File: src/eag_pkg.sv
// Package for the effective address generator: modes, widths, request and result carriers.
// Assumes a single processor clock and a decoder that holds a request until it is accepted.
// Operation
// - Eleven modes: register, immediate, nine memory
// - Register mode reads sized general register
// - Immediate mode takes decoder bytes, no access
// - Linear address is segment base plus offset
// - Displacement 8, 16 or 32 bits, sign-extended
// - Any general register may be base
// - Stack pointer register never used as index
// - Index scaled by shift of 0..3
// - Offset is base plus scaled index plus displacement
// - Address calculation pipelined, extra cycle only for base with index
// - Base with index costs one extra clock
// - Direct mode offset is displacement alone
// - Register indirect uses base only
// - Based mode adds base and displacement
// - Index mode adds unscaled index and displacement
// - Scaled index adds scaled index and displacement
// - Based index adds base and unscaled index
// - Based scaled index adds base, scaled index
// - Based index with displacement sums all three
// - Based scaled index with displacement sums all
package eag_pkg;

  // Address and data width of the datapath.
  localparam int ADDR_W = 32;
  // Number of general registers and width of a register selector.
  localparam int GPR_N = 8;
  localparam int SEL_W = 3;
  // Selector of the stack pointer register, which may never serve as an index.
  localparam logic [2:0] SP_SEL = 3'h4;
  // Reset value of every result register.
  localparam logic [31:0] ZERO_32 = 32'h0;

  // The eleven operand addressing modes.
  typedef enum logic [3:0]
  {
    EAG_MODE_REG,
    EAG_MODE_IMM,
    EAG_MODE_DIRECT,
    EAG_MODE_REG_IND,
    EAG_MODE_BASED,
    EAG_MODE_INDEX,
    EAG_MODE_SCALED,
    EAG_MODE_BASE_IDX,
    EAG_MODE_BASE_SIDX,
    EAG_MODE_BASE_IDX_D,
    EAG_MODE_BASE_SIDX_D
  } eag_mode_t;

  // Operand size.
  typedef enum logic [1:0]
  {
    EAG_SIZE_8,
    EAG_SIZE_16,
    EAG_SIZE_32
  } eag_size_t;

  // Displacement width as delivered by the decoder.
  typedef enum logic [1:0]
  {
    EAG_DISP_8,
    EAG_DISP_16,
    EAG_DISP_32
  } eag_disp_t;

  // One request from the instruction decoder.
  typedef struct packed
  {
    eag_mode_t mode;
    eag_size_t size;
    eag_disp_t disp_w;
    logic [31:0] disp;
    logic [31:0] imm;
    logic [2:0] base_sel;
    logic [2:0] index_sel;
    logic [1:0] scale;
    logic [31:0] seg_base;
  } eag_req_t;

  // One result toward the segmentation and memory stages.
  typedef struct packed
  {
    logic is_mem;
    logic [31:0] operand;
    logic [31:0] offset;
    logic [31:0] linear;
  } eag_res_t;

endpackage : eag_pkg

File: src/eag_core.sv
// Effective address generator: forms operand, offset and linear address per request.
// Assumes the decoder holds req_valid and req until req_ready; register file reads are combinational.
module eag_core
(
  input wire logic mclk,
  input wire logic rst,
  input wire logic req_valid,
  input wire eag_pkg::eag_req_t req,
  output logic req_ready,
  output logic [2:0] gpr_rd_a_sel,
  output logic [2:0] gpr_rd_b_sel,
  input wire logic [31:0] gpr_rd_a_data,
  input wire logic [31:0] gpr_rd_b_data,
  output logic res_valid,
  output eag_pkg::eag_res_t res
);

  // Two-state sequencer: the extra state is spent in every base plus index mode, even with a stack pointer index.
  typedef enum logic
  {
    EAG_ST_IDLE,
    EAG_ST_ADD2
  } eag_state_t;

  // Current sequencer state and its next value.
  eag_state_t state_reg;
  eag_state_t state_next;
  // Partial sum of base and scaled index, kept for the extra clock.
  // It loads every cycle, because only the value seen in the extra clock is ever used.
  logic [31:0] partial_reg;
  // Registered acceptance pulse toward the decoder.
  logic ready_reg;
  // Registered result strobe toward the memory stages.
  logic res_valid_reg;
  // Result fields, held until the next accepted request.
  eag_pkg::eag_res_t res_reg;
  // Register selectors reloaded from the request every cycle, so they stand one cycle behind it.
  logic [2:0] sel_a_reg;
  logic [2:0] sel_b_reg;

  // Mode decode: which elements take part.
  wire eag_pkg::eag_mode_t mode = req.mode;
  // Base takes part in register indirect, based and every base plus index mode.
  wire use_base = mode inside {eag_pkg::EAG_MODE_REG_IND, eag_pkg::EAG_MODE_BASED, eag_pkg::EAG_MODE_BASE_IDX,
    eag_pkg::EAG_MODE_BASE_SIDX, eag_pkg::EAG_MODE_BASE_IDX_D, eag_pkg::EAG_MODE_BASE_SIDX_D};
  // Index takes part in the index, scaled index and every base plus index mode.
  wire use_index_raw = mode inside {eag_pkg::EAG_MODE_INDEX, eag_pkg::EAG_MODE_SCALED, eag_pkg::EAG_MODE_BASE_IDX,
    eag_pkg::EAG_MODE_BASE_SIDX, eag_pkg::EAG_MODE_BASE_IDX_D, eag_pkg::EAG_MODE_BASE_SIDX_D};
  // The stack pointer is never decoded as an index; its selection contributes zero.
  wire use_index = use_index_raw && (req.index_sel != eag_pkg::SP_SEL);
  // Only the scaled forms shift the index; the plain index forms ignore the scale field.
  wire use_scale = mode inside {eag_pkg::EAG_MODE_SCALED, eag_pkg::EAG_MODE_BASE_SIDX,
    eag_pkg::EAG_MODE_BASE_SIDX_D};
  // Displacement takes part in direct, based, both index-only modes and the two displacement forms.
  wire use_disp = mode inside {eag_pkg::EAG_MODE_DIRECT, eag_pkg::EAG_MODE_BASED, eag_pkg::EAG_MODE_INDEX,
    eag_pkg::EAG_MODE_SCALED, eag_pkg::EAG_MODE_BASE_IDX_D, eag_pkg::EAG_MODE_BASE_SIDX_D};
  // Register and immediate operands need no address at all.
  wire is_mem = !(mode inside {eag_pkg::EAG_MODE_REG, eag_pkg::EAG_MODE_IMM});
  // Base with index needs the extra clock, even when the index selection is the stack pointer.
  wire two_step = use_base && use_index_raw;

  // Displacement extension to address width.
  wire [31:0] disp_ext = (req.disp_w == eag_pkg::EAG_DISP_8) ? {{24{req.disp[7]}}, req.disp[7:0]} :
    (req.disp_w == eag_pkg::EAG_DISP_16) ? {{16{req.disp[15]}}, req.disp[15:0]} : req.disp;

  // Element values; an absent element contributes zero.
  // Shifting by zero to three positions gives the scale factors one, two, four and eight.
  wire [31:0] base_val = use_base ? gpr_rd_a_data : eag_pkg::ZERO_32;
  wire [1:0] shamt = use_scale ? req.scale : 2'h0;
  wire [31:0] index_val = use_index ? (gpr_rd_b_data << shamt) : eag_pkg::ZERO_32;
  wire [31:0] disp_val = use_disp ? disp_ext : eag_pkg::ZERO_32;

  // Sums wrap at 32 bits by construction of the operand widths.
  wire [31:0] bi_sum = base_val + index_val;
  wire [31:0] one_step_off = base_val + index_val + disp_val;
  wire [31:0] two_step_off = partial_reg + disp_val;
  // The extra clock finishes the three-term sum from the partial sum of the cycle before.
  wire [31:0] off_sel = (state_reg == EAG_ST_ADD2) ? two_step_off : one_step_off;
  // Linear address for the segmentation stage.
  wire [31:0] linear_sel = req.seg_base + off_sel;

  // Register operand sized by operand size.
  wire [31:0] reg_operand = (req.size == eag_pkg::EAG_SIZE_8) ? {24'h0, gpr_rd_a_data[7:0]} :
    (req.size == eag_pkg::EAG_SIZE_16) ? {16'h0, gpr_rd_a_data[15:0]} : gpr_rd_a_data;
  wire [31:0] operand_sel = (mode == eag_pkg::EAG_MODE_IMM) ? req.imm :
    (mode == eag_pkg::EAG_MODE_REG) ? reg_operand : eag_pkg::ZERO_32;

  // Accept the request in this cycle: single-step requests at once, base+index ones on the extra clock.
  // Requests are never refused; a held base plus index request is simply taken one clock later.
  wire take_now = req_valid && ((state_reg == EAG_ST_ADD2) || !two_step);

  // Next-state selection.
  always_comb
  begin
    state_next = state_reg;
    case (state_reg)
      EAG_ST_IDLE:
      begin
        // Base with index takes a second cycle to finish the three-term sum.
        if (req_valid && two_step)
        begin
          state_next = EAG_ST_ADD2;
        end
      end
      EAG_ST_ADD2:
      begin
        // The second cycle always closes the request.
        state_next = EAG_ST_IDLE;
      end
      default:
      begin
        // An unused state code falls back to idle.
        state_next = EAG_ST_IDLE;
      end
    endcase
  end

  // Sequencer and partial sum.
  always_ff @(posedge mclk)
  begin
    if (rst)
    begin
      state_reg <= EAG_ST_IDLE;
      partial_reg <= eag_pkg::ZERO_32;
    end
    else
    begin
      state_reg <= state_next;
      partial_reg <= bi_sum;
    end
  end

  // Result registers; valid is a one-cycle pulse per accepted request.
  always_ff @(posedge mclk)
  begin
    if (rst)
    begin
      res_valid_reg <= 1'b0;
      res_reg <= '0;
    end
    else
    begin
      res_valid_reg <= take_now;
      // Only an accepted request updates the fields; register and immediate modes leave the address at zero.
      if (take_now)
      begin
        res_reg.is_mem <= is_mem;
        res_reg.operand <= operand_sel;
        res_reg.offset <= is_mem ? off_sel : eag_pkg::ZERO_32;
        res_reg.linear <= is_mem ? linear_sel : eag_pkg::ZERO_32;
      end
    end
  end

  // Ready pulse registered to keep outputs from flip-flops; it marks the taking cycle's result.
  always_ff @(posedge mclk)
  begin
    if (rst)
    begin
      ready_reg <= 1'b0;
    end
    else
    begin
      ready_reg <= take_now;
    end
  end

  // Register file selectors follow the request; the decoder holds it stable.
  // They are registered so that every output leaves a flip-flop, which makes them one cycle late.
  // The core therefore reads the file data combinationally from the held request's selectors;
  // a file that answers only to these outputs would return the previous request's registers.
  always_ff @(posedge mclk)
  begin
    if (rst)
    begin
      sel_a_reg <= 3'h0;
      sel_b_reg <= 3'h0;
    end
    else
    begin
      sel_a_reg <= req.base_sel;
      sel_b_reg <= req.index_sel;
    end
  end

  // Every output comes straight from its flip-flop.
  assign req_ready = ready_reg;
  assign res_valid = res_valid_reg;
  assign res = res_reg;
  assign gpr_rd_a_sel = sel_a_reg;
  assign gpr_rd_b_sel = sel_b_reg;

  // Checks on the answer: each result check names the taking cycle and looks at the result one clock later.
  // Base plus index requests are judged at their taking cycle, while the decoder still holds them.

  // Base plus index always occupies exactly two cycles.
  a_two_step_len: assert property (@(posedge mclk) disable iff (rst)
    (state_reg == EAG_ST_IDLE && req_valid && two_step) |=> state_reg == EAG_ST_ADD2 ##1 state_reg == EAG_ST_IDLE)
    else $error("base plus index did not take one extra clock");
  // No answer may appear in the first cycle of a base plus index request.
  a_no_early_answer: assert property (@(posedge mclk) disable iff (rst)
    (state_reg == EAG_ST_IDLE && req_valid && two_step) |=> !res_valid && !req_ready)
    else $error("base plus index answered too early");
  // The extra clock always ends with the answer and the acceptance pulse.
  a_ready_pairs: assert property (@(posedge mclk) disable iff (rst)
    (state_reg == EAG_ST_ADD2 && req_valid) |=> req_ready && res_valid)
    else $error("no answer after the extra clock");
  // Every other request is answered on the next cycle.
  a_single_step: assert property (@(posedge mclk) disable iff (rst)
    (state_reg == EAG_ST_IDLE && req_valid && !two_step) |=> res_valid)
    else $error("single-step request not answered next cycle");
  // The result stands until the next accepted request.
  a_result_hold: assert property (@(posedge mclk) disable iff (rst)
    !take_now |=> $stable(res))
    else $error("result changed without a request");

  // The linear address is the segment base plus the offset.
  a_linear_sum: assert property (@(posedge mclk) disable iff (rst)
    (take_now && is_mem) |=> res.linear == $past(req.seg_base) + res.offset)
    else $error("linear address not segment base plus offset");
  // Register and immediate modes produce no address.
  a_no_address: assert property (@(posedge mclk) disable iff (rst)
    (take_now && !is_mem) |=> !res.is_mem && res.offset == eag_pkg::ZERO_32 && res.linear == eag_pkg::ZERO_32)
    else $error("register or immediate mode produced an address");
  // The immediate operand comes straight from the request.
  a_imm_operand: assert property (@(posedge mclk) disable iff (rst)
    (take_now && mode == eag_pkg::EAG_MODE_IMM) |=> (res.operand == $past(req.imm)) && !res.is_mem)
    else $error("immediate operand wrong");
  // A byte register operand keeps only the low byte.
  a_byte_reg: assert property (@(posedge mclk) disable iff (rst)
    (take_now && mode == eag_pkg::EAG_MODE_REG && req.size == eag_pkg::EAG_SIZE_8) |=>
    res.operand == {24'h0, $past(gpr_rd_a_data[7:0])})
    else $error("byte register operand not sized");
  // A word register operand keeps the low half.
  a_word_reg: assert property (@(posedge mclk) disable iff (rst)
    (take_now && mode == eag_pkg::EAG_MODE_REG && req.size == eag_pkg::EAG_SIZE_16) |=>
    res.operand == {16'h0, $past(gpr_rd_a_data[15:0])})
    else $error("word register operand not sized");
  // A doubleword register operand is the whole register.
  a_dword_reg: assert property (@(posedge mclk) disable iff (rst)
    (take_now && mode == eag_pkg::EAG_MODE_REG && req.size == eag_pkg::EAG_SIZE_32) |=>
    res.operand == $past(gpr_rd_a_data))
    else $error("doubleword register operand wrong");

  // The direct offset is the extended displacement alone.
  a_direct_disp: assert property (@(posedge mclk) disable iff (rst)
    (take_now && mode == eag_pkg::EAG_MODE_DIRECT) |=> res.offset == $past(disp_ext))
    else $error("direct offset not the displacement");
  // A short displacement is sign-extended to the address width.
  a_disp_extend: assert property (@(posedge mclk) disable iff (rst)
    (take_now && mode == eag_pkg::EAG_MODE_DIRECT && req.disp_w == eag_pkg::EAG_DISP_8) |=>
    res.offset[31:8] == {24{res.offset[7]}} && res.offset[7:0] == $past(req.disp[7:0]))
    else $error("short displacement not sign-extended");
  // Register indirect uses the base alone.
  a_reg_ind: assert property (@(posedge mclk) disable iff (rst)
    (take_now && mode == eag_pkg::EAG_MODE_REG_IND) |=> res.offset == $past(gpr_rd_a_data))
    else $error("register indirect offset wrong");
  // Based mode adds base and displacement.
  a_based_sum: assert property (@(posedge mclk) disable iff (rst)
    (take_now && mode == eag_pkg::EAG_MODE_BASED) |=> res.offset == $past(gpr_rd_a_data) + $past(disp_ext))
    else $error("based offset wrong");
  // Index mode adds the unscaled index and the displacement.
  a_index_sum: assert property (@(posedge mclk) disable iff (rst)
    (take_now && mode == eag_pkg::EAG_MODE_INDEX && req.index_sel != eag_pkg::SP_SEL) |=>
    res.offset == $past(gpr_rd_b_data) + $past(disp_ext))
    else $error("index offset wrong");
  // Scaled index mode shifts the index and adds the displacement.
  a_scaled_sum: assert property (@(posedge mclk) disable iff (rst)
    (take_now && mode == eag_pkg::EAG_MODE_SCALED && req.index_sel != eag_pkg::SP_SEL) |=>
    res.offset == ($past(gpr_rd_b_data) << $past(req.scale)) + $past(disp_ext))
    else $error("scaled index offset wrong");
  // Based index adds base and unscaled index.
  a_base_idx: assert property (@(posedge mclk) disable iff (rst)
    (take_now && mode == eag_pkg::EAG_MODE_BASE_IDX && req.index_sel != eag_pkg::SP_SEL) |=>
    res.offset == $past(gpr_rd_a_data) + $past(gpr_rd_b_data))
    else $error("based index offset wrong");
  // Based scaled index adds base and scaled index.
  a_base_sidx: assert property (@(posedge mclk) disable iff (rst)
    (take_now && mode == eag_pkg::EAG_MODE_BASE_SIDX && req.index_sel != eag_pkg::SP_SEL) |=>
    res.offset == $past(gpr_rd_a_data) + ($past(gpr_rd_b_data) << $past(req.scale)))
    else $error("based scaled index offset wrong");
  // Based index with displacement sums all three terms.
  a_base_idx_d: assert property (@(posedge mclk) disable iff (rst)
    (take_now && mode == eag_pkg::EAG_MODE_BASE_IDX_D && req.index_sel != eag_pkg::SP_SEL) |=>
    res.offset == $past(gpr_rd_a_data) + $past(gpr_rd_b_data) + $past(disp_ext))
    else $error("based index with displacement offset wrong");
  // Based scaled index with displacement sums all three terms.
  a_base_sidx_d: assert property (@(posedge mclk) disable iff (rst)
    (take_now && mode == eag_pkg::EAG_MODE_BASE_SIDX_D && req.index_sel != eag_pkg::SP_SEL) |=>
    res.offset == $past(gpr_rd_a_data) + ($past(gpr_rd_b_data) << $past(req.scale)) + $past(disp_ext))
    else $error("based scaled index with displacement offset wrong");
  // A stack pointer index selection adds nothing in a base plus index form.
  a_no_sp_index: assert property (@(posedge mclk) disable iff (rst)
    (take_now && mode == eag_pkg::EAG_MODE_BASE_IDX_D && req.index_sel == eag_pkg::SP_SEL) |=>
    res.offset == $past(gpr_rd_a_data) + $past(disp_ext))
    else $error("stack pointer used as index");
  // A stack pointer index selection adds nothing in index mode either.
  a_index_sp: assert property (@(posedge mclk) disable iff (rst)
    (take_now && mode == eag_pkg::EAG_MODE_INDEX && req.index_sel == eag_pkg::SP_SEL) |=>
    res.offset == $past(disp_ext))
    else $error("stack pointer used as index in index mode");

  // Main scenarios worth seeing: the extra clock, the full scaled form, a wrapping address,
  // back-to-back requests and a stack pointer index selection.
  c_two_step: cover property (@(posedge mclk) disable iff (rst) state_reg == EAG_ST_ADD2 ##1 res_valid);
  c_scaled: cover property (@(posedge mclk) disable iff (rst) take_now && mode == eag_pkg::EAG_MODE_BASE_SIDX_D);
  c_wrap: cover property (@(posedge mclk) disable iff (rst) take_now && is_mem && linear_sel < req.seg_base);
  c_back2back: cover property (@(posedge mclk) disable iff (rst) take_now ##1 take_now);
  c_sp_index: cover property (@(posedge mclk) disable iff (rst)
    take_now && use_index_raw && req.index_sel == eag_pkg::SP_SEL);

endmodule : eag_core

File: config.mk
export PLATFORM = sky130hd
export DESIGN_NAME = eag_core
export DESIGN_NICKNAME = d
export VERILOG_FILES = /design/src/eag_pkg.sv /design/src/eag_core.sv
export SDC_FILE = /design/constraint.sdc
export NUM_CORES = 1
export LEC_CHECK = 0
export CORE_ASPECT_RATIO = 0.75
export CORE_MARGIN = 3
export CORE_UTILIZATION = 50
export DETAILED_ROUTE_END_ITERATION = 7
export DONT_BUFFER_PORTS = 1
export PLACE_DENSITY = 0.64
export SLEW_MARGIN = 20
export SYNTH_ARGS = -nofsm -noshare
export SYNTH_HDL_FRONTEND = slang
export SYNTH_SLANG_ARGS = --single-unit
File: constraint.sdc
create_clock -name mclk -period 15.38 [get_ports mclk]
set_clock_uncertainty 0.05 [all_clocks]
set_input_delay 3.076 -clock mclk [delete_from_list [all_inputs] [get_ports mclk]]
set_output_delay 3.076 -clock mclk [all_outputs]
set_load 0.02 [all_outputs]
==> flow_results.org <==
** Cells and area
- Combined area of the multi-input logic cells :: 0.00770 mm2
- The register with the most flip-flops in the layout has between 90 and 100 of them.
- Count of filler cells inserted in the layout :: 2013
- After the flow finishes, the layout carries non-filler instances totaling 1579.
- Compared with the post-synthesis result, the final layout area differs by 7.33%.
- Share of the core filled with cells :: 0.561
- In the final layout, the share of cells above drive strength 1 is 0.0734.
- Fin nets :: between 1500 and 2000
- Footprint of the flip-flops and latches :: 0.00274 mm2

** Timing
- Derived from the worst setup path, the maximum achievable clock frequency is 0.0925 GHz.
- Measured against its own limit, the worst slew margin works out to 0.334.
- Setup repair after global routing left no endpoint under its margin.
- Number of hold-slack violations in the final timing report :: 0
- Max Transition Viols Final :: 0
- Shortest period the worst path allows :: around 11 ns
- Count of final setup violators :: 0
- Final clock period utilization by the worst path :: 0.703
- Across all setup checks in the final design, the least slack found is 4.57 ns.
- Setup total negative slack on the finished layout was measured at 0 ns.
- Transition time at the pin with the least slew margin :: 0.999 ns

** Worst setup path
- Data on the critical path arrives at its endpoint at ~11 ns.
- On the worst path, the slowest cell contributes a delay of approximately 0.57 ns.
- Counting cells, the worst reg-to-reg path comes to 23.
- The critical path is of the in -> reg type.
- Register-to-register setup slack :: 8.94 ns
- STA classifies the critical path startpoint as a primary input.
- The largest individual stage delay along the critical path comes from the cell sky130_fd_sc_hd__mux4_2.
- The most critical setup path has its startpoint at req[111].
- In this run the worst setup path terminates at res[31]$_SDFFE_PP0P_.
- WP data required :: 15.65 ns
- Worst flop-to-flop path endpoint :: res[31]$_SDFFE_PP0P_
- Crit Path Max Fanout :: 39
- STA classifies the critical path endpoint as a register.
- In this run the critical register-to-register path is launched from state_reg$_SDFF_PP0_.

** Global route
- The number of global-route vias before repair was 9039.
- Wire length of the first global-routing pass :: about 50000 um
- In the global route stage, overall resource usage came out at 0.257.
- Entering global routing, the biggest net connects approximately 110 pins.
- The total overflow left after global routing is 0.
- Number of antenna violations at the first check in global routing :: 4

** Drt
- DR WL/cell :: 19.8 um
- TritonRoute pass-1 iters :: 5
- In the routed design, unresolved DRC markers number 0.
- Drt initial violations :: a little over 700
- Number of nets with antenna violations after detailed routing :: 0
- Average via count per standard cell :: between 6 and 7
- Number of vias in the routed layout :: a little under 10000
- Detailed Route WL :: 31200 um

** Power
- In this run the static leakage power is 4.81 nW.
- The completed layout was analyzed and its total power is ~0.0016 W.
- For this design the total switching power over the nets is 0.000612 W.
- Cell-internal power :: 0.000955 W
- Of the total power, combinational logic draws 0.400.
- Of the total power, the clock network draws 0.286.
- The share of total power dissipated in sequential elements is 0.314.
- The worst-case IR drop observed on VDD is 0.0736 mV.
- Power Dens Cells :: between 100 and 150 mW/mm2
- Switching part of the total power :: 0.390

** CTS
- Buffers inserted during clock tree synthesis total 17.
- In this run the deepest clock path goes through 2 buffers.
- For this design, the CTS-stage hold fixing added 0 buffers.
- After clock tree synthesis, the setup repair step added 0 buffers.
- Clock root buffer :: sky130_fd_sc_hd__clkbuf_16
- Worst-Skew Late Latency :: 0.42 ns
- The number of gates resized after CTS was 0.
- TritonCTS built the clock tree.
- The H-tree was split into 4 levels.
- Clock tree sinks :: 137
- Clk slew on worst S/H paths :: 0.06 ns

** Placed design
- The congestion estimate from routability-driven global placement came to 0.957.
- Cell total after placement :: 1545
- Timing analysis after detailed placement gives a worst setup slack of 4.23 ns.
- After legalization and detailed placement, the total HPWL measured 24000 um.
- Buffers placed on the I/O ports in this run total 0.

** Outcome
- Result of the run :: completed

** Yosys
- The cell count after synthesis came out at 1329.
- Mean post-synth cell area :: 8.15 um2
- Counting distinct cell types in the post-synthesis netlist gives 74.
- When the netlist entered floorplanning its net count stood at 1604.
- Count of warnings emitted by yosys :: 0
- Most frequently used flop master after synthesis :: sky130_fd_sc_hd__dfxtp_1
- Of the synthesized area, sequential elements account for 0.253.
- After synthesis, the share of flip-flops with an asynchronous set or reset is 0.
- Flop and latch count out of synthesis :: between 100 and 150
- Cell area after technology mapping :: around 0.011 mm2
- In this run, synthesis inferred 0 flip-flops with an integrated enable.

** Floorplan
- Die footprint :: 0.0235 mm2
- In this run the vertical extent of the chip is 133 um.
- In this run the horizontal extent of the chip is between 150 and 200 um.
- Core Region :: 0.0207 mm2
- The initialized floorplan defines 45 standard-cell rows.
- For this configuration, the core starts out at a cell density of 0.523.
- In this run the count of I/O pins placed on the die edge is 284.

** Job
- Max-cap violations in this run came to 0.

** Min path
- Path category of the worst min-delay check :: reg -> reg
[stage by stage]
step	hold slack (ns)	area, um2
after floorplan	0.518	10800
after global placement	0.530	11000
after detailed placement	0.534	11000
after CTS	0.543	11600
after global routing	0.572	11600
final	0.540	11600
[cells by family after synthesis]
logic type / share of synthesized area
simple gates: 0.198
compound gates: 0.267
flops: 0.253
buf+inv: 0.0387
fa+ha+maj: 0.113
xor+xnor: 0.0676
mux: 0.0629
[cell type report]
class,instances,share of cell area
antenna,2,0.000431
tap,282,0.0304
clock inverter,13,0.0165
clock buffer,19,0.0381
timing repair buffer,10,0.00646
multi-input combinational,1088,0.663
sequential,137,0.236
inverter,28,0.00904
[cells in the mapped netlist, types with 13 or more instances]
| library cell | number | area, um2 |
|---|---|---|
| sky130_fd_sc_hd__xnor2_1 | 57 | 499 |
| sky130_fd_sc_hd__nor3_1 | 49 | 245 |
| sky130_fd_sc_hd__xor2_1 | 24 | 210 |
| sky130_fd_sc_hd__o21bai_1 | 24 | 180 |
| sky130_fd_sc_hd__and3_1 | 16 | 100 |
| sky130_fd_sc_hd__nor2_1 | 156 | 586 |
| sky130_fd_sc_hd__and2_1 | 37 | 231 |
| sky130_fd_sc_hd__o21ai_0 | 72 | 360 |
| sky130_fd_sc_hd__nor2b_1 | 47 | 294 |
| sky130_fd_sc_hd__a21oi_1 | 107 | 536 |
| sky130_fd_sc_hd__nand2b_1 | 13 | 81.3 |
| sky130_fd_sc_hd__ha_1 | 93 | 1160 |
| sky130_fd_sc_hd__a221oi_1 | 34 | 298 |
| sky130_fd_sc_hd__nand2_1 | 88 | 330 |
| sky130_fd_sc_hd__clkbuf_1 | 70 | 263 |
| sky130_fd_sc_hd__nand3_1 | 15 | 75.1 |
| sky130_fd_sc_hd__dfxtp_1 | 137 | 2740 |
| sky130_fd_sc_hd__a21o_1 | 33 | 248 |
| sky130_fd_sc_hd__a22o_1 | 25 | 219 |
| sky130_fd_sc_hd__o21a_1 | 15 | 113 |
| sky130_fd_sc_hd__mux4_2 | 22 | 495 |
| sky130_fd_sc_hd__inv_1 | 28 | 105 |
| sky130_fd_sc_hd__a22oi_1 | 36 | 270 |
| sky130_fd_sc_hd__a211oi_1 | 18 | 135 |
[worst max-delay path, delay by kind of cell]
family                     cells  cell delay [ns]
AOI/OAI and AO/OA             22             4.29
adders and majority gates      3             1.07
buffers and inverters          2             0.60
and+or+nand+nor                5             0.89
muxes                          1             0.57
xor gates and xnor gates       3             0.55
[placed cells by master, fill, tap and decap left out, types with 4 or more instances in the layout]
cell type	instances
sky130_fd_sc_hd__mux2_2	8
sky130_fd_sc_hd__nand2b_1	12
sky130_fd_sc_hd__a31oi_1	6
sky130_fd_sc_hd__nand4_1	6
sky130_fd_sc_hd__clkinv_4	4
sky130_fd_sc_hd__mux2i_1	8
sky130_fd_sc_hd__o21ai_0	72
sky130_fd_sc_hd__dfxtp_1	136
sky130_fd_sc_hd__and3_1	16
sky130_fd_sc_hd__and2_1	36
sky130_fd_sc_hd__nand3_1	15
sky130_fd_sc_hd__nor2b_1	46
sky130_fd_sc_hd__nand2_1	88
sky130_fd_sc_hd__inv_1	28
sky130_fd_sc_hd__a22o_1	25
sky130_fd_sc_hd__nor2_1	154
sky130_fd_sc_hd__a21oi_1	106
sky130_fd_sc_hd__bufinv_16	4
sky130_fd_sc_hd__o211ai_1	9
sky130_fd_sc_hd__a22oi_1	36
sky130_fd_sc_hd__o21bai_1	24
sky130_fd_sc_hd__o21a_1	15
sky130_fd_sc_hd__buf_4	10
sky130_fd_sc_hd__ha_1	93
sky130_fd_sc_hd__a221oi_1	34
sky130_fd_sc_hd__a21o_1	33
sky130_fd_sc_hd__clkbuf_16	17
sky130_fd_sc_hd__xnor2_1	57
sky130_fd_sc_hd__xor2_1	24
sky130_fd_sc_hd__mux4_2	22
sky130_fd_sc_hd__a211oi_1	17
sky130_fd_sc_hd__nor3_1	48
[power groups by stage]
| stage | combinational (W) | sequential, W | clock [W] |
|---|---|---|---|
| 3_3_place_gp | 0.000619 | 0.000500 | 0 |
| 3_5_place_dp | 0.000621 | 0.000501 | 0 |
| 5_1_grt | 0.000701 | 0.000498 | 0.000474 |
| 6_report | 0.000626 | 0.000492 | 0.000448 |
| 4_1_cts | 0.000626 | 0.000493 | 0.000458 |
| 2_1_floorplan | 0.000505 | 0.000487 | 0 |
[routing by layer]
layer	global-route usage	part of all wire	vias to the layer above
li1	-	-	4788
met1	0.366	0.46	4521
met2	0.383	0.44	374
met3	0.0755	0.094	28
met4	0.0589	0.014	4
met5	0	0.00086	-
[how the worst min path moves through the flow]
stage / from / endpoint / cells past startpoint
detailed placement: res[88]$_SDFFE_PP0P_ / res[88]$_SDFFE_PP0P_ / 2
floorplan: res[64]$_SDFFE_PP0P_ / res[64]$_SDFFE_PP0P_ / 2
finish: res[88]$_SDFFE_PP0P_ / res[88]$_SDFFE_PP0P_ / 2
global route: res[88]$_SDFFE_PP0P_ / res[88]$_SDFFE_PP0P_ / 2
CTS: res[88]$_SDFFE_PP0P_ / res[88]$_SDFFE_PP0P_ / 2
global placement: res[89]$_SDFFE_PP0P_ / res[89]$_SDFFE_PP0P_ / 2
Note: power is estimated with default switching activity, not from simulation.
